==> config.mk <==
export PLATFORM = sky130hd
export DESIGN_NAME = p3hs_port
export DESIGN_NICKNAME = d
export VERILOG_FILES = /design/src/p3hs_pkg.sv /design/src/p3hs_port.sv
export SDC_FILE = /design/constraint.sdc
export NUM_CORES = 1
export LEC_CHECK = 0
export BUFFER_PORTS_ARGS = -buffer_cell sky130_fd_sc_hd__buf_2
export CELL_PAD_IN_SITES_DETAIL_PLACEMENT = 0
export CELL_PAD_IN_SITES_GLOBAL_PLACEMENT = 1
export CORE_ASPECT_RATIO = 0.8
export CORE_MARGIN = 2
export CORE_UTILIZATION = 40
export DETAILED_ROUTE_END_ITERATION = 16
export PLACE_DENSITY = 0.86
export SLEW_MARGIN = 20
export SYNTH_ARGS = -nofsm -noshare
export SYNTH_HDL_FRONTEND = slang
export SYNTH_SLANG_ARGS = --single-unit
==> constraint.sdc <==
create_clock -name i_clock -period 1.99 [get_ports i_clock]
set_input_delay 0 -clock i_clock [delete_from_list [all_inputs] [get_ports i_clock]]
set_output_delay 0 -clock i_clock [all_outputs]
set_load 0.01 [all_outputs]
==> src/p3hs_pkg.sv <==
package p3hs_pkg;
  // Register file addresses
  localparam logic [7:0] DATA_ADDR       = 8'h03;
  localparam logic [7:0] PORT_BASE_ADDR  = 8'h00;
  localparam logic [7:0] MODE_ADDR       = 8'hF7;
  localparam logic [7:0] BYTE_MODE_ADDR  = 8'hF8;
  localparam logic [7:0] P2_DIR_ADDR     = 8'hF6;
  localparam logic [7:0] CONFIG_ADDR     = 8'h00;
  // Mode register fields
  localparam int MODE_ANALOG_BIT   = 1;
  localparam int MODE_P0HS_BIT     = 2;
  localparam int MODE_P1HS_LO_BIT  = 3;
  localparam int MODE_P1HS_HI_BIT  = 4;
  localparam int MODE_P0HS_HI_BIT  = 5;
  localparam int MODE_P2HS_BIT     = 6;
  localparam logic [7:0] MODE_SPECIAL_MASK = 8'h7E;
  // Byte port direction fields
  localparam int BYTE_P0_DIR_BIT   = 6;
  localparam int BYTE_P1_DIR_BIT   = 3;
  localparam int P2_DIR_MSB_BIT    = 7;
  // Port configuration fields
  localparam int CONFIG_CMP_OUT_BIT = 0;
  // Reset values
  localparam logic [7:0] MODE_RESET      = 8'h00;
  localparam logic [7:0] BYTE_MODE_RESET = 8'h4D;
  localparam logic [7:0] P2_DIR_RESET    = 8'hFF;
  localparam logic [7:0] CONFIG_RESET    = 8'hFE;
  localparam logic [7:0] OUT_RESET       = 8'hF0;
  // Handshake states
  typedef enum logic [3:0] {
    P3HS_IDLE    = 4'h1,
    P3HS_WAIT_ACK = 4'h2,
    P3HS_WAIT_END = 4'h4,
    P3HS_HOLD    = 4'h8
  } p3hs_state_type;
endpackage

==> src/p3hs_port.sv <==
`timescale 1ns/1ps
module p3hs_port #(
  parameter int NUM_PORTS = 3,
  parameter int DATA_W    = 8
) (
  // Clock and reset
  input  wire logic                      i_clock,
  input  wire logic                      i_resetn,
  input  wire logic                      i_stop_recovery_wdt,
  // Register file access
  input  wire logic [7:0]                i_reg_addr,
  input  wire logic                      i_reg_write,
  input  wire logic                      i_reg_read,
  input  wire logic                      i_config_write,
  input  wire logic [7:0]                i_reg_wdata,
  output logic      [7:0]                o_reg_rdata,
  // Control port pins
  input  wire logic [3:0]                i_input_lines,
  output logic      [3:0]                o_output_lines,
  input  wire logic [1:0]                i_comparator_out,
  output logic      [3:0]                o_interrupt_request,
  // Byte ports 0..2
  input  wire logic [NUM_PORTS*DATA_W-1:0] i_port_pins,
  output logic      [NUM_PORTS*DATA_W-1:0] o_port_in_data,
  output logic      [NUM_PORTS*DATA_W-1:0] o_port_out_data,
  output logic      [NUM_PORTS-1:0]        o_port_hs_output
);

  // ----------------------------------------------------------------
  // State
  // ----------------------------------------------------------------
  typedef struct packed {
    logic [1:0]                      rst_sync;
    logic [7:0]                      mode;
    logic [7:0]                      byte_mode;
    logic [7:0]                      p2_dir;
    logic [7:0]                      config_bits;
    logic [7:0]                      out_reg;
    logic [NUM_PORTS-1:0]            hs_line;
    logic [NUM_PORTS-1:0]            in_prev;
    logic [NUM_PORTS-1:0]            wr_pend;
    logic [NUM_PORTS*DATA_W-1:0]     in_data;
    logic [NUM_PORTS*DATA_W-1:0]     out_data;
    logic [NUM_PORTS*DATA_W-1:0]     pin_data;
    p3hs_pkg::p3hs_state_type        [NUM_PORTS-1:0] st;
    logic [7:0]                      rdata;
    logic [3:0]                      lines_out;
    logic [3:0]                      irq;
  } p3hs_regs_type;

  // Local names for the handshake states
  localparam p3hs_pkg::p3hs_state_type P3HS_IDLE     = p3hs_pkg::P3HS_IDLE;
  localparam p3hs_pkg::p3hs_state_type P3HS_WAIT_ACK = p3hs_pkg::P3HS_WAIT_ACK;
  localparam p3hs_pkg::p3hs_state_type P3HS_WAIT_END = p3hs_pkg::P3HS_WAIT_END;
  localparam p3hs_pkg::p3hs_state_type P3HS_HOLD     = p3hs_pkg::P3HS_HOLD;

  p3hs_regs_type state_reg;
  p3hs_regs_type state_next;

  // ----------------------------------------------------------------
  // Line and address mapping
  // ----------------------------------------------------------------
  // Byte port p is reached at its own register file address
  function automatic logic [7:0] p3hs_port_addr(input int p);
    p3hs_port_addr = p3hs_pkg::PORT_BASE_ADDR + 8'(p);
  endfunction

  // Input line index and output line index for each port
  function automatic int p3hs_in_idx(input int p);
    case (p)
      0:       p3hs_in_idx = 2;
      1:       p3hs_in_idx = 3;
      default: p3hs_in_idx = 1;
    endcase
  endfunction

  function automatic int p3hs_out_idx(input int p);
    case (p)
      0:       p3hs_out_idx = 1;
      1:       p3hs_out_idx = 0;
      default: p3hs_out_idx = 2;
    endcase
  endfunction

  // Interrupt request number fed by each input line
  function automatic int p3hs_irq_idx(input int line);
    case (line)
      0:       p3hs_irq_idx = 3;
      1:       p3hs_irq_idx = 2;
      2:       p3hs_irq_idx = 0;
      default: p3hs_irq_idx = 1;
    endcase
  endfunction

  // ----------------------------------------------------------------
  // Next state
  // ----------------------------------------------------------------
  logic [NUM_PORTS-1:0] hs_en;
  logic [NUM_PORTS-1:0] hs_is_input;
  logic [3:0]           hs_out_mask;
  logic                 rst_n;
  logic                 data_wr;
  logic [NUM_PORTS-1:0] port_wr;
  logic [NUM_PORTS-1:0] port_rd;
  logic [3:0]           lines_next;
  logic [3:0]           lines_reg;

  assign rst_n = state_reg.rst_sync[1];
  assign data_wr = i_reg_write && (i_reg_addr == p3hs_pkg::DATA_ADDR);

  // ----------------------------------------------------------------
  // Mode decode
  // ----------------------------------------------------------------
  always_comb begin
    hs_en[0] = state_reg.mode[p3hs_pkg::MODE_P0HS_BIT];
    hs_en[1] = state_reg.mode[p3hs_pkg::MODE_P1HS_HI_BIT]
             && state_reg.mode[p3hs_pkg::MODE_P1HS_LO_BIT];
    hs_en[2] = state_reg.mode[p3hs_pkg::MODE_P2HS_BIT];
    hs_is_input[0] = state_reg.byte_mode[p3hs_pkg::BYTE_P0_DIR_BIT];
    hs_is_input[1] = state_reg.byte_mode[p3hs_pkg::BYTE_P1_DIR_BIT];
    hs_is_input[2] = state_reg.p2_dir[p3hs_pkg::P2_DIR_MSB_BIT];
    hs_out_mask = 4'h0;
    // Byte port data strobes; the handshakes follow reads and writes of these
    for (int p = 0; p < NUM_PORTS; p++) begin
      port_wr[p] = i_reg_write && (i_reg_addr == p3hs_port_addr(p));
      port_rd[p] = i_reg_read && (i_reg_addr == p3hs_port_addr(p));
    end
    for (int p = 0; p < NUM_PORTS; p++) begin
      if (hs_en[p]) begin
        hs_out_mask[p3hs_out_idx(p)] = 1'b1;
      end
    end
  end

  always_comb begin
    logic [3:0] lines;
    logic       hin;
    logic       cmp_on;
    state_next = state_reg;
    lines = 4'h0;
    hin = 1'b0;
    cmp_on = state_reg.mode[p3hs_pkg::MODE_ANALOG_BIT]
           && state_reg.config_bits[p3hs_pkg::CONFIG_CMP_OUT_BIT];
    state_next.rst_sync = {state_reg.rst_sync[0], 1'b1};
    state_next.irq = 4'h0;
    // Register writes; a stop-recovery timeout keeps mode, direction and config, not data or port writes
    if (!i_stop_recovery_wdt && i_reg_write) begin
      case (i_reg_addr)
        p3hs_pkg::MODE_ADDR:      state_next.mode = i_reg_wdata;
        p3hs_pkg::BYTE_MODE_ADDR: state_next.byte_mode = i_reg_wdata;
        p3hs_pkg::P2_DIR_ADDR:    state_next.p2_dir = i_reg_wdata;
        default: begin
        end
      endcase
    end
    if (!i_stop_recovery_wdt && i_config_write) begin
      state_next.config_bits = i_reg_wdata;
    end
    if (data_wr) begin
      // Handshake outputs are masked from software writes
      state_next.out_reg = (state_reg.out_reg & {hs_out_mask, 4'h0})
                         | (i_reg_wdata & ~{hs_out_mask, 4'h0});
    end
    // Plain interrupt requests on falling input edges
    for (int l = 0; l < 4; l++) begin
      if (state_reg.lines_out[l] && !i_input_lines[l]) begin
        state_next.irq[p3hs_irq_idx(l)] = 1'b1;
      end
    end
    state_next.lines_out = i_input_lines;
    // Handshake engines
    for (int p = 0; p < NUM_PORTS; p++) begin
      hin = i_input_lines[p3hs_in_idx(p)];
      state_next.in_prev[p] = hin;
      if (!hs_en[p]) begin
        state_next.st[p] = P3HS_IDLE;
        state_next.hs_line[p] = 1'b1;
        state_next.wr_pend[p] = 1'b0;
        state_next.pin_data[p*DATA_W +: DATA_W] = i_port_pins[p*DATA_W +: DATA_W];
        if (port_wr[p]) begin
          state_next.out_data[p*DATA_W +: DATA_W] = i_reg_wdata;
        end
      end else if (hs_is_input[p]) begin
        case (state_reg.st[p])
          P3HS_IDLE: begin
            state_next.hs_line[p] = 1'b1;
            if (!hin) begin
              state_next.in_data[p*DATA_W +: DATA_W] = i_port_pins[p*DATA_W +: DATA_W];
              state_next.irq[p3hs_irq_idx(p3hs_in_idx(p))] = 1'b1;
              state_next.hs_line[p] = 1'b0;
              state_next.st[p] = P3HS_HOLD;
            end
          end
          P3HS_HOLD: begin
            if (port_rd[p]) begin
              state_next.st[p] = P3HS_WAIT_END;
            end
          end
          P3HS_WAIT_END: begin
            if (hin) begin
              state_next.hs_line[p] = 1'b1;
              state_next.st[p] = P3HS_IDLE;
            end
          end
          default: state_next.st[p] = P3HS_IDLE;
        endcase
      end else begin
        if (port_wr[p]) begin
          state_next.out_data[p*DATA_W +: DATA_W] = i_reg_wdata;
          state_next.wr_pend[p] = 1'b1;
        end
        case (state_reg.st[p])
          P3HS_IDLE: begin
            state_next.hs_line[p] = 1'b1;
            if ((state_reg.wr_pend[p] || port_wr[p]) && hin) begin
              state_next.pin_data[p*DATA_W +: DATA_W] = port_wr[p] ? i_reg_wdata
                  : state_reg.out_data[p*DATA_W +: DATA_W];
              state_next.hs_line[p] = 1'b0;
              state_next.wr_pend[p] = 1'b0;
              state_next.st[p] = P3HS_WAIT_ACK;
            end
          end
          P3HS_WAIT_ACK: begin
            if (!hin) begin
              state_next.irq[p3hs_irq_idx(p3hs_in_idx(p))] = 1'b1;
              state_next.hs_line[p] = 1'b1;
              state_next.st[p] = P3HS_WAIT_END;
            end
          end
          P3HS_WAIT_END: begin
            if (hin) begin
              state_next.st[p] = P3HS_IDLE;
            end
          end
          default: state_next.st[p] = P3HS_IDLE;
        endcase
      end
    end
    // Output line selection: plain, handshake or comparator
    lines = state_reg.out_reg[7:4];
    for (int p = 0; p < NUM_PORTS; p++) begin
      if (hs_en[p]) begin
        lines[p3hs_out_idx(p)] = state_reg.hs_line[p];
      end
    end
    if (cmp_on) begin
      lines[0] = i_comparator_out[0];
      lines[1] = i_comparator_out[1];
      lines[3] = i_comparator_out[1];
    end
    state_next.rdata = {lines, i_input_lines};
    state_next.lines_out = i_input_lines;
    state_next.out_data = state_next.out_data;
    state_next.mode = state_next.mode;
    state_next.irq = state_next.irq;
    state_next.rst_sync = state_next.rst_sync;
    state_next.config_bits = state_next.config_bits;
    state_next.byte_mode = state_next.byte_mode;
    state_next.p2_dir = state_next.p2_dir;
    state_next.hs_line = state_next.hs_line;
    state_next.in_data = state_next.in_data;
    lines_next = lines;
  end

  // ----------------------------------------------------------------
  // Registers
  // ----------------------------------------------------------------
  always_ff @(posedge i_clock or negedge i_resetn) begin
    if (!i_resetn) begin
      lines_reg <= p3hs_pkg::OUT_RESET[7:4];
    end else begin
      lines_reg <= lines_next;
    end
  end

  always_ff @(posedge i_clock or negedge i_resetn) begin
    if (!i_resetn) begin
      state_reg             <= '0;
      state_reg.mode        <= p3hs_pkg::MODE_RESET;
      state_reg.byte_mode   <= p3hs_pkg::BYTE_MODE_RESET;
      state_reg.p2_dir      <= p3hs_pkg::P2_DIR_RESET;
      state_reg.config_bits <= p3hs_pkg::CONFIG_RESET;
      state_reg.out_reg     <= p3hs_pkg::OUT_RESET;
      state_reg.hs_line     <= '1;
      state_reg.in_prev     <= '1;
      state_reg.lines_out   <= '1;
      for (int p = 0; p < NUM_PORTS; p++) begin
        state_reg.st[p] <= P3HS_IDLE;
      end
    end else if (!rst_n) begin
      state_reg.rst_sync <= state_next.rst_sync;
    end else begin
      state_reg <= state_next;
    end
  end

  // ----------------------------------------------------------------
  // Outputs
  // ----------------------------------------------------------------
  // Every output is a flop; the comparator mux sits before lines_reg
  assign o_reg_rdata         = state_reg.rdata;
  assign o_output_lines      = lines_reg;
  assign o_interrupt_request = state_reg.irq;
  assign o_port_in_data      = state_reg.in_data;
  assign o_port_out_data     = state_reg.pin_data;
  assign o_port_hs_output    = state_reg.hs_line;

endmodule

### After elaboration in Yosys (flattened, before gate mapping)

Index checks and enable logic that the tools add are counted.

| word-level totals | value |
|---|---|
| register bits | 143 |
| input bits | 52 |
| logic and storage cells | 402 |

| operators by class | value |
|---|---|
| magnitude comparators | 26 |
| equal/unequal tests | 60 |
| muxes and demuxes | 204 |
| bitwise operators | 18 |
| reduce and logical (&&, ||, !) cells | 66 |

Operator list:

| cell | count |
|---|---|
| two-way mux 32 bit | 52 |
| >= comparator 32 x 1 -> 1 bit, second input constant | 13 |
| < comparator 32 x 4 -> 1 bit, second input constant | 13 |
| two-way mux 4 bit | 49 |
| == test 32 x 1 -> 1 bit, second input constant | 6 |
| == test 32 x 2 -> 1 bit, second input constant | 6 |
| logical NOT 32 bit | 6 |
| two-way mux 8 bit | 21 |
| case mux 4 bit (3 select lines) | 6 |
| != test 4 bit, second input constant | 15 |
| two-way mux 1 bit | 47 |
| AND reduction 5 bit | 9 |
| OR 4 bit | 11 |
| case mux 2 bit (3 select lines) | 6 |
| logical AND 1 bit | 31 |
| demux 1 bit (select 2 bit) | 13 |
| == test 8 bit, second input constant | 3 |
| != test 4 x 2 -> 1 bit, second input constant | 6 |
| bitwise AND 8 bit | 2 |
| == test 8 x 2 -> 1 bit, second input constant | 2 |
| bitwise mux 4 bit | 3 |
| == test 4 x 1 -> 1 bit, second input constant | 3 |
| == test 4 x 2 -> 1 bit, second input constant | 3 |
| == test 4 x 3 -> 1 bit, second input constant | 3 |
| other kinds (15) | 45 |

### Logic depth before layout (Yosys ltp)

Gate-level depths: netlist (run 1).

| depth | value |
|---|---|
| depth in word-level cells | 29 |
| mapped depth | 7 |

### Worst setup path after synthesis (run 1)

Ideal clock, no wire load.

| timing | value |
|---|---|
| kind | flip-flop to flip-flop |
| start | register state_reg[16] in the netlist's numbering |
| end | register state_reg (netlist bit o_port_in_data[0]) |
| setup time | 0.125 ns |
| arrival time | 2.030 ns |
| required time | 1.865 ns |
| slack | -0.164 ns |
| stages on the path, launching flop included | 6 |
| buffers on the path | 1 |
| period minus slack after synthesis | 2.154 ns |
| path through | dfstp_2 -> buf_2 -> nor2b_1 -> nand2_1 -> nor4_2 -> mux2_2 |

| between the ends | value |
|---|---|
| cells in the longest elaborated chain, start to end | 2 |

Ends and longest elaborated chain:

| element | line | source |
|---|---|---|
| from (decl) | p3hs_port.sv:57 | `p3hs_regs_type state_reg;` |
| from (signal assigned) | p3hs_port.sv:293 | `state_reg <= state_next;` |
| == test 4 x 1 -> 1 bit | p3hs_port.sv:184 | `case (state_reg.st[p])` |
| AND reduction 5 bit (no source line) | -- |  |

No other way between the ends.
A chain may end at the register's enable or synchronous reset.

### Worst setup path in the final report (run 1)

| timing | value |
|---|---|
| start | register state_reg (netlist bit hs_is_input[2]) |
| end | register state_reg[26] in the netlist's numbering |

| between the ends | value |
|---|---|
| cells in the longest elaborated chain, start to end | 2 |
| elaborated cells on any way between the ends | 7 |
| those cells by class | eq/ne: 4; mux: 2; reduce/logical: 1 |

Ends and longest elaborated chain:

| element |
|---|
| != test 4 bit (no source line) or two-way mux 4 bit (tied branches) |
| AND reduction 5 bit (no source line) or two-way mux 4 bit (tied branches) |

Parallel ways exist; a longest one is shown, timed or not.

==> results of run 1 <==
routing by layer:
metal  share of wire  vias to the layer above
met1            0.46                     2484
met5               0                        -
met3           0.051                       21
met2            0.47                      145
li1                -                     2423
met4           0.019                        0
cells in the mapped netlist (8+ instances only):
library cell / instances
dfrtp_1: 104
mux2_2: 71
buf_4: 64
nor2_1: 35
nand2_1: 31
o21ai_0: 30
inv_1: 28
clkbuf_1: 25
a21oi_1: 21
dfstp_2: 21
mux2i_1: 19
nand3b_1: 12
a211oi_1: 11
nor2b_1: 10
a21o_1: 9
nor3_1: 9
o22ai_1: 9
a221oi_1: 8
nand3_1: 8
critical path, cell delays in order (launching register included):
cell	delay (ns)
dfstp_2	0.54
nand2_2	0.06
or4b_4	0.47
o211ai_1	0.29
a31oi_2	0.11
mux2_4	0.33
layout make-up:
cell class	instances	area, um^2
well taps	220	275
multi-input cells	379	2950
fillers	1497	8210
clock buffers	25	495
flip-flops and latches	125	3150
inverters	28	105
repair buffers	191	1280
clock inverters	7	85.1
through the flow:
step | power (uW) | util | instance area [um^2] | hold slack [ns]
after floorplan | 3140 | - | 6770 | -0.296
after global placement | 3320 | 0.442 | 7310 | 0.0268
after detailed placement | 3340 | 0.442 | 7310 | 0.0313
after CTS | 6470 | 0.502 | 8310 | 0.0256
after global routing | 6670 | 0.504 | 8340 | 0.0302
final | 6390 | 0.504 | 8340 | 0.0344
cells by family (layout without fill, tap and decap cells):
kind of cell    Yosys count  in the layout  share of synthesized area
compound gates          128            128                      0.131
other cells               1              1                   0.000556
mux                      98             98                      0.163
buf+inv                 123            251                      0.107
flops                   125            125                      0.467
simple gates            152            152                      0.131
power by group:
part / switching [uW] / internal [uW]
registers: 71.5 / 2670
logic: 333 / 284
clock network: 1070 / 1960
total: 1470 / 4920
placed cells by master, fill, tap and decap left out, types with 4 or more instances in the layout:
cell type and instances:
nand3_1 7, clkbuf_16 17, and3_1 4, or3b_2 4, o21ai_0 29, inv_1 28
nand2b_1 7, nor2b_1 6, clkinv_2 5, o22ai_1 9, clkbuf_8 4, nor3b_1 4
mux2i_1 19, nand2_1 30, dfrtp_1 104, a211oi_1 11, nand3b_1 12, a21o_1 9
a221oi_1 8, buf_2 117, clkbuf_1 4, nor2_1 35, a21oi_1 21, a31oi_1 6
mux2_2 71, nor3_1 8, dfstp_2 21, mux2_4 7, buf_4 32, o31ai_1 4
dlygate4sd3_1 39
repair_timing:
item | CTS | global route
hold buffers | 39 | 0
setup buffers | 0 | 1
gates resized for setup | 7 | 6
cloned | 0 | 0
endpoints found under the setup margin | 10 | 40
endpoints found under the hold margin | 211 | 0
pin swaps | 1 | 2
worst max path at each step:
stage	start	endpoint	slack (ns)	cells after the start
3_3_place_gp	i_reg_addr[2]	o_port_out_data[13]	0.03	7
4_1_cts	rst_n	state_reg[142]	0.01	6
3_5_place_dp	state_reg[16]	o_port_out_data[6]	-0.08	4
6_report	hs_is_input[2]	state_reg[26]	0.07	5
5_1_grt	rst_n	hs_en[2]	0.003	6
2_1_floorplan	hs_is_input[2]	state_reg[26]	-0.006	5
==> key figures, run 1 <==
Worst hold path
  – Hold Path Stages: 2
  – Hold/Removal Path Class: input pin to flop
  – Hold Path Origin: i_reg_wdata[7]
  – Worst hold endpoint: state_reg[59]

Clock tree
  – Num CTS Buffers: 17
  – Clock Tree Buf Depth: 2
  – Skew-Pair Late Insertion Delay: 0.42 ns
  – CTS tree: yes
  – Clock Tree Root: clkbuf_16
  – Clk sinks: 125
  – CTS clk-pin slew, worst paths: 0.05 ns
  – H-tree levels: 4

Worst setup path
  – Reg2reg setup slack: 0.07 ns
  – Cell count of the worst reg-to-reg path: 5
  – CP Max Fanout: 3
  – R2R Path Start: hs_is_input[2]
  – R2r endpoint: state_reg[26]
  – Crit end category: flop
  – Crit path kind: flop to flop
  – Worst EP arrival: 2.22 ns
  – Worst EP required: 2.29 ns
  – Critical path launch point type: flop

Placement
  – Placed instance count: 903
  – IO buf count: 118
  – Detailed Place HPWL: 11,600 um
  – Pre-CTS WS: -0.0779 ns
  – Final RePlAce weighted congestion: 0.802

Drt
  – Pre-antenna DRT Iters: 4
  – Total Wirelength: 16,400 um
  – DR vias: 5,073
  – DRC: 0
  – Antenna Nets Post-Route: 0
  – Routed length per instance: 16.9 um
  – Vias per inst: 5.20
  – Iteration-0 DRC Markers: 244

Power and ir drop
  – Power per cell area: 765 nW/um^2
  – Maximum vdd drop: 0.000564 V
  – Leakage: 0.00401 uW

Synthesis
  – Leading area contributor after synthesis: dfrtp_1
  – Netlist Area Pre-Place: 6750 um^2
  – Mapped Nets: 679
  – Leading post-synthesis cells by cell area: dfrtp_1 39%, mux2_2 12%, dfstp_2 8.2%
  – Synthesized flop and latch total: 125
  – Sequential area share after synthesis: 0.467
  – Post-synth top area share: 0.386
  – EDFF count, synth: 0
  – Mapped Cells: 627
  – Async SR Flop Fraction: 1.00
  – Syn. warnings: 0
  – Unique masters post-synth: 71
  – Syn avg cell area: 10.8 um^2
  – Top_reg_cell synth: dfrtp_1

Outcome
  – Status: finished, final reports clean

Job
  – Max-cap viol count: 0

Global routing
  – Met2 GRT Util: 0.305
  – Initial antenna violation count: 0
  – Global routing usage on met3: 0.0419
  – Vias in the first global route: 5,261
  – First-pass GRT wire length: 26,600 um
  – Most Crowded Layer GR: met2
  – Gr usage total: 0.191
  – Largest net degree at the start of global routing: 74
  – Grt total ovfl: 0
  – GR Util met1: 0.250

STA
  – Final setup vio count: 0
  – Slew Viols, Final: 0
  – Clock Skew: 0.00753 ns
  – Unrepaired setup endpoints after global routing: false
  – Hold Fails Final Rpt: 0
  – Fin Setup TNS: 0 ns
  – Final setup margin: 0.0739 ns
  – Max Freq: 522 MHz
  – Worst-margin pin slew: 0.681 ns
  – Crit share post-route: 0.963
  – Max-slew headroom: 0.545
  – Final Critical Period: 1.92 ns

Die
  – Core footprint: 16,600 um^2
  – Row count: 42
  – Initial Util: 0.408
  – Die H: 120 um
  – Ports: 119
  – Die ar.: 17,900 um^2
  – Die W: 149 um

Cells and area
  – Antenna Cells: 0
  – Area delta synth->final: 23.6%
  – Number of flip-flops in the largest register: 48
  – Final non-filler cell total: 975
  – Nets: 794
  – Share of layout cells above drive strength 1: 0.407
Note: power is estimated with default switching activity, not from simulation.
==> inputs of run 2 (changes only) <==
--- a/config.mk
+++ b/config.mk
@@ -5,12 +5,13 @@
 export SDC_FILE = /design/constraint.sdc
 export NUM_CORES = 1
 export LEC_CHECK = 0
+export ABC_AREA = 1
 export BUFFER_PORTS_ARGS = -buffer_cell sky130_fd_sc_hd__buf_2
 export CELL_PAD_IN_SITES_DETAIL_PLACEMENT = 0
 export CELL_PAD_IN_SITES_GLOBAL_PLACEMENT = 1
 export CORE_ASPECT_RATIO = 0.8
 export CORE_MARGIN = 2
-export CORE_UTILIZATION = 40
+export CORE_UTILIZATION = 38
 export DETAILED_ROUTE_END_ITERATION = 16
 export PLACE_DENSITY = 0.86
 export SLEW_MARGIN = 20
==> run 2 against run 1 <==
  * The run now ends with negative hold slack left
  * Via count grew 17%
  * Die area grew 8.0%
  * Power grew 9.6%
  * Count of clock-buffer cells in the layout shrank 4
  * Global-route usage shrank 0.18 points
  * Combinational power grew 23%
  * Final cell count grew 25%
  * Clock skew shrank 0.00096 ns
  * Synthesized cell count grew 39%
  * Utilization shrank 3.6 points
  * Synthesized area grew 2.8%
  * Highest routed layer unchanged
==> key figures, run 2 <==
Power and ir drop
  – Combinational Power Share: 0.108 (+0.011)
  – Power per cell area: 831 nW/um^2 (+8.5%)
  – P_int: 5330 uW (+8.4%)
  – Maximum vdd drop: 0.000509 V (-9.8%)
  – NetSw: 1670 uW (+14%)
  – Leakage: 0.00455 uW (+13%)
  – Clock power frac: 0.493 (+0.019)
  – Seq pwr share: 0.399 (-0.030)
  – Switching share of power: 0.239 (+0.00870)

Worst setup path
  – Crit path kind: flop to flop
  – CP Max Fanout: 10 (+7)
  – Crit end category: flop
  – Critical path launch point type: flop
  – Worst EP arrival: 2.03 ns (-0.19 ns)
  – Worst EP required: 2.29 ns (about the same)

Cells and area
  – Share of layout cells above drive strength 1: 0.252 (-0.155)
  – Most frequent cells in the layout: 249 x nand2_1, 122 x nand3_1, 117 x buf_2
  – Number of flip-flops in the largest register: 48 (unchanged)
  – Nets: 1,028 (+29%)
  – Area delta synth->final: 21.5%
  – Commonest non-fill, non-tap cell in the layout: nand2_1

Clock tree
  – Clock Tree Buf Depth: 2 (unchanged)
  – CTS clk-pin slew, worst paths: 0.06 ns (about the same)
  – H-tree levels: 4 (unchanged)
  – Setup Buffers After CTS: 0 (unchanged)
  – Clock Tree Root: clkbuf_16
  – Skew-Pair Late Insertion Delay: 0.42 ns (about the same)
  – Num CTS Buffers: 17 (unchanged)
  – CTS tree: yes
  – Clk sinks: 125 (unchanged)

Placement
  – Pre-CTS WS: 0.152 ns (+0.230 ns)
  – Detailed Place HPWL: 12,400 um (+7.6%)
  – IO buf count: 118 (unchanged)
  – Final RePlAce weighted congestion: 0.916 (+14%)

STA
  – Hold_ws: -0.000183 ns (-0.0346 ns)
  – Final setup margin: 0.263 ns (+0.189 ns)
  – Clock Skew: 0.00656 ns (-0.000963 ns)
  – Crit share post-route: 0.868 (-0.0950)
  – Hold Fails Final Rpt: 1 (+1)
  – Worst-margin pin slew: 0.588 ns (-0.0938 ns)
  – Fin Setup TNS: 0 ns (unchanged)
  – Unrepaired setup endpoints after global routing: false
  – Final setup vio count: 0 (unchanged)
  – Max-slew headroom: 0.607 (+0.0627)
  – Max Freq: 579 MHz (+11%)
  – Slew Viols, Final: 0 (unchanged)
  – Final Critical Period: 1.73 ns (-0.189 ns)

Global routing
  – Initial antenna violation count: 2 (+2)
  – First-pass GRT wire length: 28,900 um (+8.9%)
  – Largest net degree at the start of global routing: 57 (-23%)
  – Vias in the first global route: 5,780 (+9.9%)
  – Gr usage total: 0.189 (-0.00180)
  – Grt total ovfl: 0 (unchanged)

Synthesis
  – Netlist Area Pre-Place: 6940 um^2 (+2.8%)
  – Sequential area share after synthesis: 0.455 (-0.0128)
  – EDFF count, synth: 0 (unchanged)
  – Leading post-synthesis cells by cell area: dfrtp_1 38%, nand2_1 13%, nand3_1 8.8%
  – Top_reg_cell synth: dfrtp_1
  – Leading area contributor after synthesis: dfrtp_1
  – Mapped Nets: 921 (+36%)
  – Synthesized flop and latch total: 125 (unchanged)
  – Syn. warnings: 0 (unchanged)
  – Unique masters post-synth: 34 (-52%)
  – Post-synth top area share: 0.375 (-0.0106)
  – Async SR Flop Fraction: 1.00 (unchanged)
  – Most frequent cells after synthesis: 249 x nand2_1, 122 x nand3_1, 104 x dfrtp_1
  – Mapped Cells: 869 (+39%)
  – Syn avg cell area: 7.99 um^2 (-26%)
  – Count leader, synth: nand2_1

Drt
  – Max Used Layer: met4
  – Vias per inst: 4.87 (-6.4%)
  – Antenna Nets Post-Route: 0 (unchanged)
  – Routed length per instance: 14.3 um (-15%)
  – Met2 wire len: 7760 um (-0.44%)
  – Pre-antenna DRT Iters: 5 (+1)
  – Met1 wire length: 8390 um (+12%)
  – Metal3 WL: 1030 um (+21%)
  – Iteration-0 DRC Markers: 462 (+89%)
  – DR vias: 5,946 (+17%)
  – DRC: 0 (unchanged)
  – Total Wirelength: 17,500 um (+6.1%)

Job
  – Max-cap viol count: 0 (unchanged)

Die
  – Die ar.: 19,400 um^2 (+8.0%)
  – Core footprint: 18,000 um^2 (+8.8%)
  – Initial Util: 0.385 (-0.0222)
  – Ports: 119 (unchanged)
  – Die H: 125 um (+3.9%)
  – Row count: 44 (+4.8%)
  – Die W: 155 um (+3.9%)

Worst hold path
  – Hold/Removal Path Class: input pin to flop

Outcome
  – Failing checks: negative hold slack
  – Status: complete, but fails checks
## run 2: changes by cell type in the layout (fill, tap and decap cells not counted), sizes merged, moves of 14 or more
| cell | before | now |
|---|---|---|
| o21ai | 31 | 51 |
| nor2 | 35 | 63 |
| nand2 | 31 | 265 |
| nand3 | 8 | 131 |
| buf | 152 | 131 |
| nand4 | 2 | 16 |
| mux2 | 79 | 24 |
| inv | 28 | 90 |
| mux2i | 19 | 0 |
## run 2: worst paths after layout
path | startpoint | endpoint | slack (ns) | cells past startpoint
worst max-delay path | state_reg[19] | o_port_in_data[6] | 0.26 | 5
worst min-delay path | i_reg_wdata[0] | state_reg[117] | -0.0002 | 3
worst max register to register | state_reg[19] | o_port_in_data[6] | 0.26 | 5
worst min register to register | state_next[150] | rst_n | 0.35 | 0
max in group asynchronous | i_resetn | state_reg[24] | 1.14 | 3
min in group asynchronous | i_resetn | o_port_in_data[10] | 0.10 | 2
## run 2: worst max-delay path, stage by stage, from the launching register on
cell     delay (ns)
dfrtp_1        0.42
nor2_2         0.22
inv_1          0.08
nor2_2         0.20
nand3_2        0.31
mux2_2         0.37
## run 2: through the flow
stage	total power [uW]	instance area [um^2]	hold WS [ns]	utilization	cells
finish	7000	8430	-0.000183	0.468	1221
floorplan	3310	6940	-0.296	-	869
global placement	3530	7390	0.0156	0.411	1150
detailed placement	3540	7390	0.0175	0.411	1150
CTS	7070	8420	0.00201	0.468	1219
global route	7310	8430	0.0244	0.468	1221
## run 2: metal layers
| metal | track usage | vias up |
|---|---|---|
| met5 | 0 | - |
| met4 | 0.0583 | 0 |
| met3 | 0.0404 | 18 |
| met2 | 0.294 | 164 |
| met1 | 0.263 | 2801 |
| li1 | - | 2963 |
## run 2: logic make-up after synthesis
family	Yosys count	share of synthesized area
multiplexers	24	0.0389
other	1	0.000540
flip-flops	125	0.455
AO/OA/AOI/OAI	68	0.0534
AND/OR/NAND/NOR	480	0.324
buffers and inverters	171	0.129
## run 2: power by group through the flow
stage / Clock (uW) / Combinational, uW / Sequential, uW
5_1_grt: 3630 / 864 / 2820
6_report: 3450 / 757 / 2800
4_1_cts: 3510 / 764 / 2800
2_1_floorplan: 0 / 492 / 2820
3_3_place_gp: 0 / 693 / 2830
3_5_place_dp: 0 / 706 / 2840
## run 2: final cells by class
class / instances / area [um^2]
Sequential cell: 125 / 3150
Fill cell: 1757 / 9570
Clock buffer: 21 / 470
Multi-Input combinational cell: 573 / 2900
Antenna cell: 2 / 5.00
Tap cell: 230 / 288
Timing Repair Buffer: 168 / 1090
Clock inverter: 11 / 188
Inverter: 91 / 342
## run 2: timing repair
item,CTS,global route
gates resized for setup,0,1
endpoints found under the setup margin,0,4
hold buffers,37,0
endpoints found under the hold margin,133,0
==> inputs of run 3 (changes only) <==
--- a/config.mk
+++ b/config.mk
@@ -11,9 +11,9 @@
 export CELL_PAD_IN_SITES_GLOBAL_PLACEMENT = 1
 export CORE_ASPECT_RATIO = 0.8
 export CORE_MARGIN = 2
-export CORE_UTILIZATION = 38
+export CORE_UTILIZATION = 42
 export DETAILED_ROUTE_END_ITERATION = 16
-export PLACE_DENSITY = 0.86
+export PLACE_DENSITY = 0.84
 export SLEW_MARGIN = 20
 export SYNTH_ARGS = -nofsm -noshare
 export SYNTH_HDL_FRONTEND = slang
==> constraint.sdc (replaced) <==
create_clock -name i_clock -period 1.8 [get_ports i_clock]
set_input_delay 0 -clock i_clock [delete_from_list [all_inputs] [get_ports i_clock]]
set_output_delay 0 -clock i_clock [all_outputs]
set_load 0.01 [all_outputs]
==> run 3 against run 2 <==
  * The flow now finishes without violations
  * Die area shrank 9.3%
  * Sequential power grew 10%
  * Utilization grew 5.0 points
  * Clock power grew 5%
  * Sequential share of layout area shrank 0.18 points
  * Critical path type unchanged
  * Critical endpoint is now o_port_in_data[8]
  * Highest routed layer unchanged
==> key figures, run 3 (synthesis results as in run 2) <==
Die
  – Die H: 119 um (-4.7%)
  – Row count: 42 (-4.5%)
  – Initial Util: 0.425 (+0.0391)
  – Die ar.: 17,600 um^2 (-9.3%)
  – Core footprint: 16,300 um^2 (-9.2%)
  – Die W: 148 um (-4.8%)
  – Ports: 119 (unchanged)

STA
  – Hold Fails Final Rpt: 0 (-1)
  – Max-slew headroom: 0.614 (+0.00699)
  – Clock Skew: 0.00971 ns (+0.00315 ns)
  – Fin Setup TNS: 0 ns (unchanged)
  – Max Freq: 590 MHz (+2.0%)
  – Crit share post-route: 0.941 (+0.0731)
  – Unrepaired setup endpoints after global routing: false
  – Final Critical Period: 1.69 ns (-0.0334 ns)
  – Worst-margin pin slew: 0.577 ns (-0.0105 ns)
  – Slew Viols, Final: 0 (unchanged)
  – Hold_ws: 0.0193 ns (+0.0195 ns)
  – Final setup vio count: 0 (unchanged)

Clock tree
  – Num CTS Buffers: 17 (unchanged)
  – Skew-Pair Late Insertion Delay: 0.42 ns (about the same)
  – Clock Tree Root: clkbuf_16
  – CTS clk-pin slew, worst paths: 0.06 ns (about the same)
  – Clk sinks: 125 (unchanged)
  – CTS tree: yes
  – Clock Tree Buf Depth: 2 (unchanged)
  – H-tree levels: 4 (unchanged)

Worst setup path
  – Critical path launch point type: flop
  – CP peak stage delay: 0.56 ns (+0.14 ns)
  – CP cell instances: inv_2, nor2_1, inv_1, nor2_2, nand3_4, mux2_1
  – Crit end category: flop
  – Crit path max-delay family: flip-flops
  – Buffers & Inverters on Critical Path: 2 (+1)
  – Worst EP required: 2.10 ns (-0.19 ns)
  – Worst EP arrival: 1.99 ns (-0.04 ns)
  – CP Max Fanout: 8 (-2)
  – Slowest CP cell: dfstp_2
  – Crit path kind: flop to flop

Drt
  – DR vias: 5,899 (-0.79%)
  – Antenna Nets Post-Route: 0 (unchanged)
  – Vias per inst: 4.86 (-0.30%)
  – Routed length per instance: 14.1 um (-1.3%)
  – Iteration-0 DRC Markers: 392 (-15%)
  – Total Wirelength: 17,100 um (-1.8%)
  – DRC: 0 (unchanged)
  – Pre-antenna DRT Iters: 5 (unchanged)

Power and ir drop
  – Leakage: 0.00456 uW (+0.40%)
  – Power per cell area: 893 nW/um^2 (+7.5%)
  – Maximum vdd drop: 0.000720 V (+41%)

Cells and area
  – Number of flip-flops in the largest register: 48 (unchanged)
  – Commonest non-fill, non-tap cell in the layout: nand2_1
  – Share of layout cells above drive strength 1: 0.254 (+0.00175)
  – Most frequent cells in the layout: 249 x nand2_1, 122 x nand3_1, 117 x buf_2
  – Nets: 1,033 (+0.49%)
  – Area delta synth->final: 22.1%

Global routing
  – Largest net degree at the start of global routing: 50 (-12%)
  – Initial antenna violation count: 1 (-1)
  – First-pass GRT wire length: 28,400 um (-1.8%)
  – Grt total ovfl: 0 (unchanged)
  – Gr usage total: 0.205 (+0.0160)
  – Vias in the first global route: 5,584 (-3.4%)

Placement
  – Final RePlAce weighted congestion: 0.879 (-4.0%)
  – IO buf count: 118 (unchanged)
  – Detailed Place HPWL: 12,100 um (-2.3%)

Worst hold path
  – Hold/Removal Path Class: input pin to flop

Outcome
  – Status: finished, final reports clean

Job
  – Max-cap viol count: 0 (unchanged)
==> run 3: routing by layer <==
metal  share of wire  global-route usage
met2            0.45               0.310
met4           0.013              0.0577
met1            0.48               0.294
met3           0.050              0.0467
met5               0                   0
==> run 3: power by group <==
part | internal, uW | total (uW) | switching (uW)
registers | 3010 | 3090 | 79.0
clock network | 2370 | 3620 | 1250
logic | 331 | 849 | 518
total | 5720 | 7560 | 1850
==> run 3: worst min-delay path, cell delays in order <==
cell	delay [ns]
buf_2	0.14
nand2_1	0.09
nor4_1	0.06
nor2_1	0.08
a21oi_1	0.05
==> run 3: through the flow <==
step | std cells | total power, uW | worst slack, ns | util | cell area, um^2
after floorplan | 869 | 3660 | 0.287 | - | 6940
after global placement | 1143 | 3910 | 0.0872 | 0.454 | 7430
after detailed placement | 1143 | 3920 | 0.0289 | 0.454 | 7430
after CTS | 1214 | 7640 | 0.0274 | 0.516 | 8440
after global routing | 1215 | 7920 | 0.000493 | 0.518 | 8470
final | 1215 | 7560 | 0.106 | 0.518 | 8470
==> run 3: cell type report <==
type | count | area (um^2)
antenna | 1 | 2.50
clock buffer | 20 | 457
clock inverter | 12 | 168
fill | 1611 | 7870
inverter | 91 | 342
multi-input combinational | 573 | 2920
sequential | 125 | 3150
tap | 220 | 275
timing repair buffer | 173 | 1150
==> run 3: path summary, 6_finish.rpt <==
path | from | end | slack [ns] | cells past startpoint
worst max register to register | hs_is_input[1] | o_port_in_data[8] | 0.11 | 6
worst min-delay path | i_reg_addr[2] | hs_is_input[2] | 0.02 | 5
max in group asynchronous | i_resetn | state_reg[24] | 1.02 | 3
worst min register to register | state_next[150] | rst_n | 0.37 | 0
worst max-delay path | hs_is_input[1] | o_port_in_data[8] | 0.11 | 6
min in group asynchronous | i_resetn | o_port_out_data[15] | 0.09 | 2
==> run 3: repair_timing <==
item | CTS | global route
setup buffers | 0 | 0
setup endpoints to repair | 0 | 36
hold buffers | 39 | 0
hold endpoints to repair | 183 | 0
gates resized for setup | 0 | 4
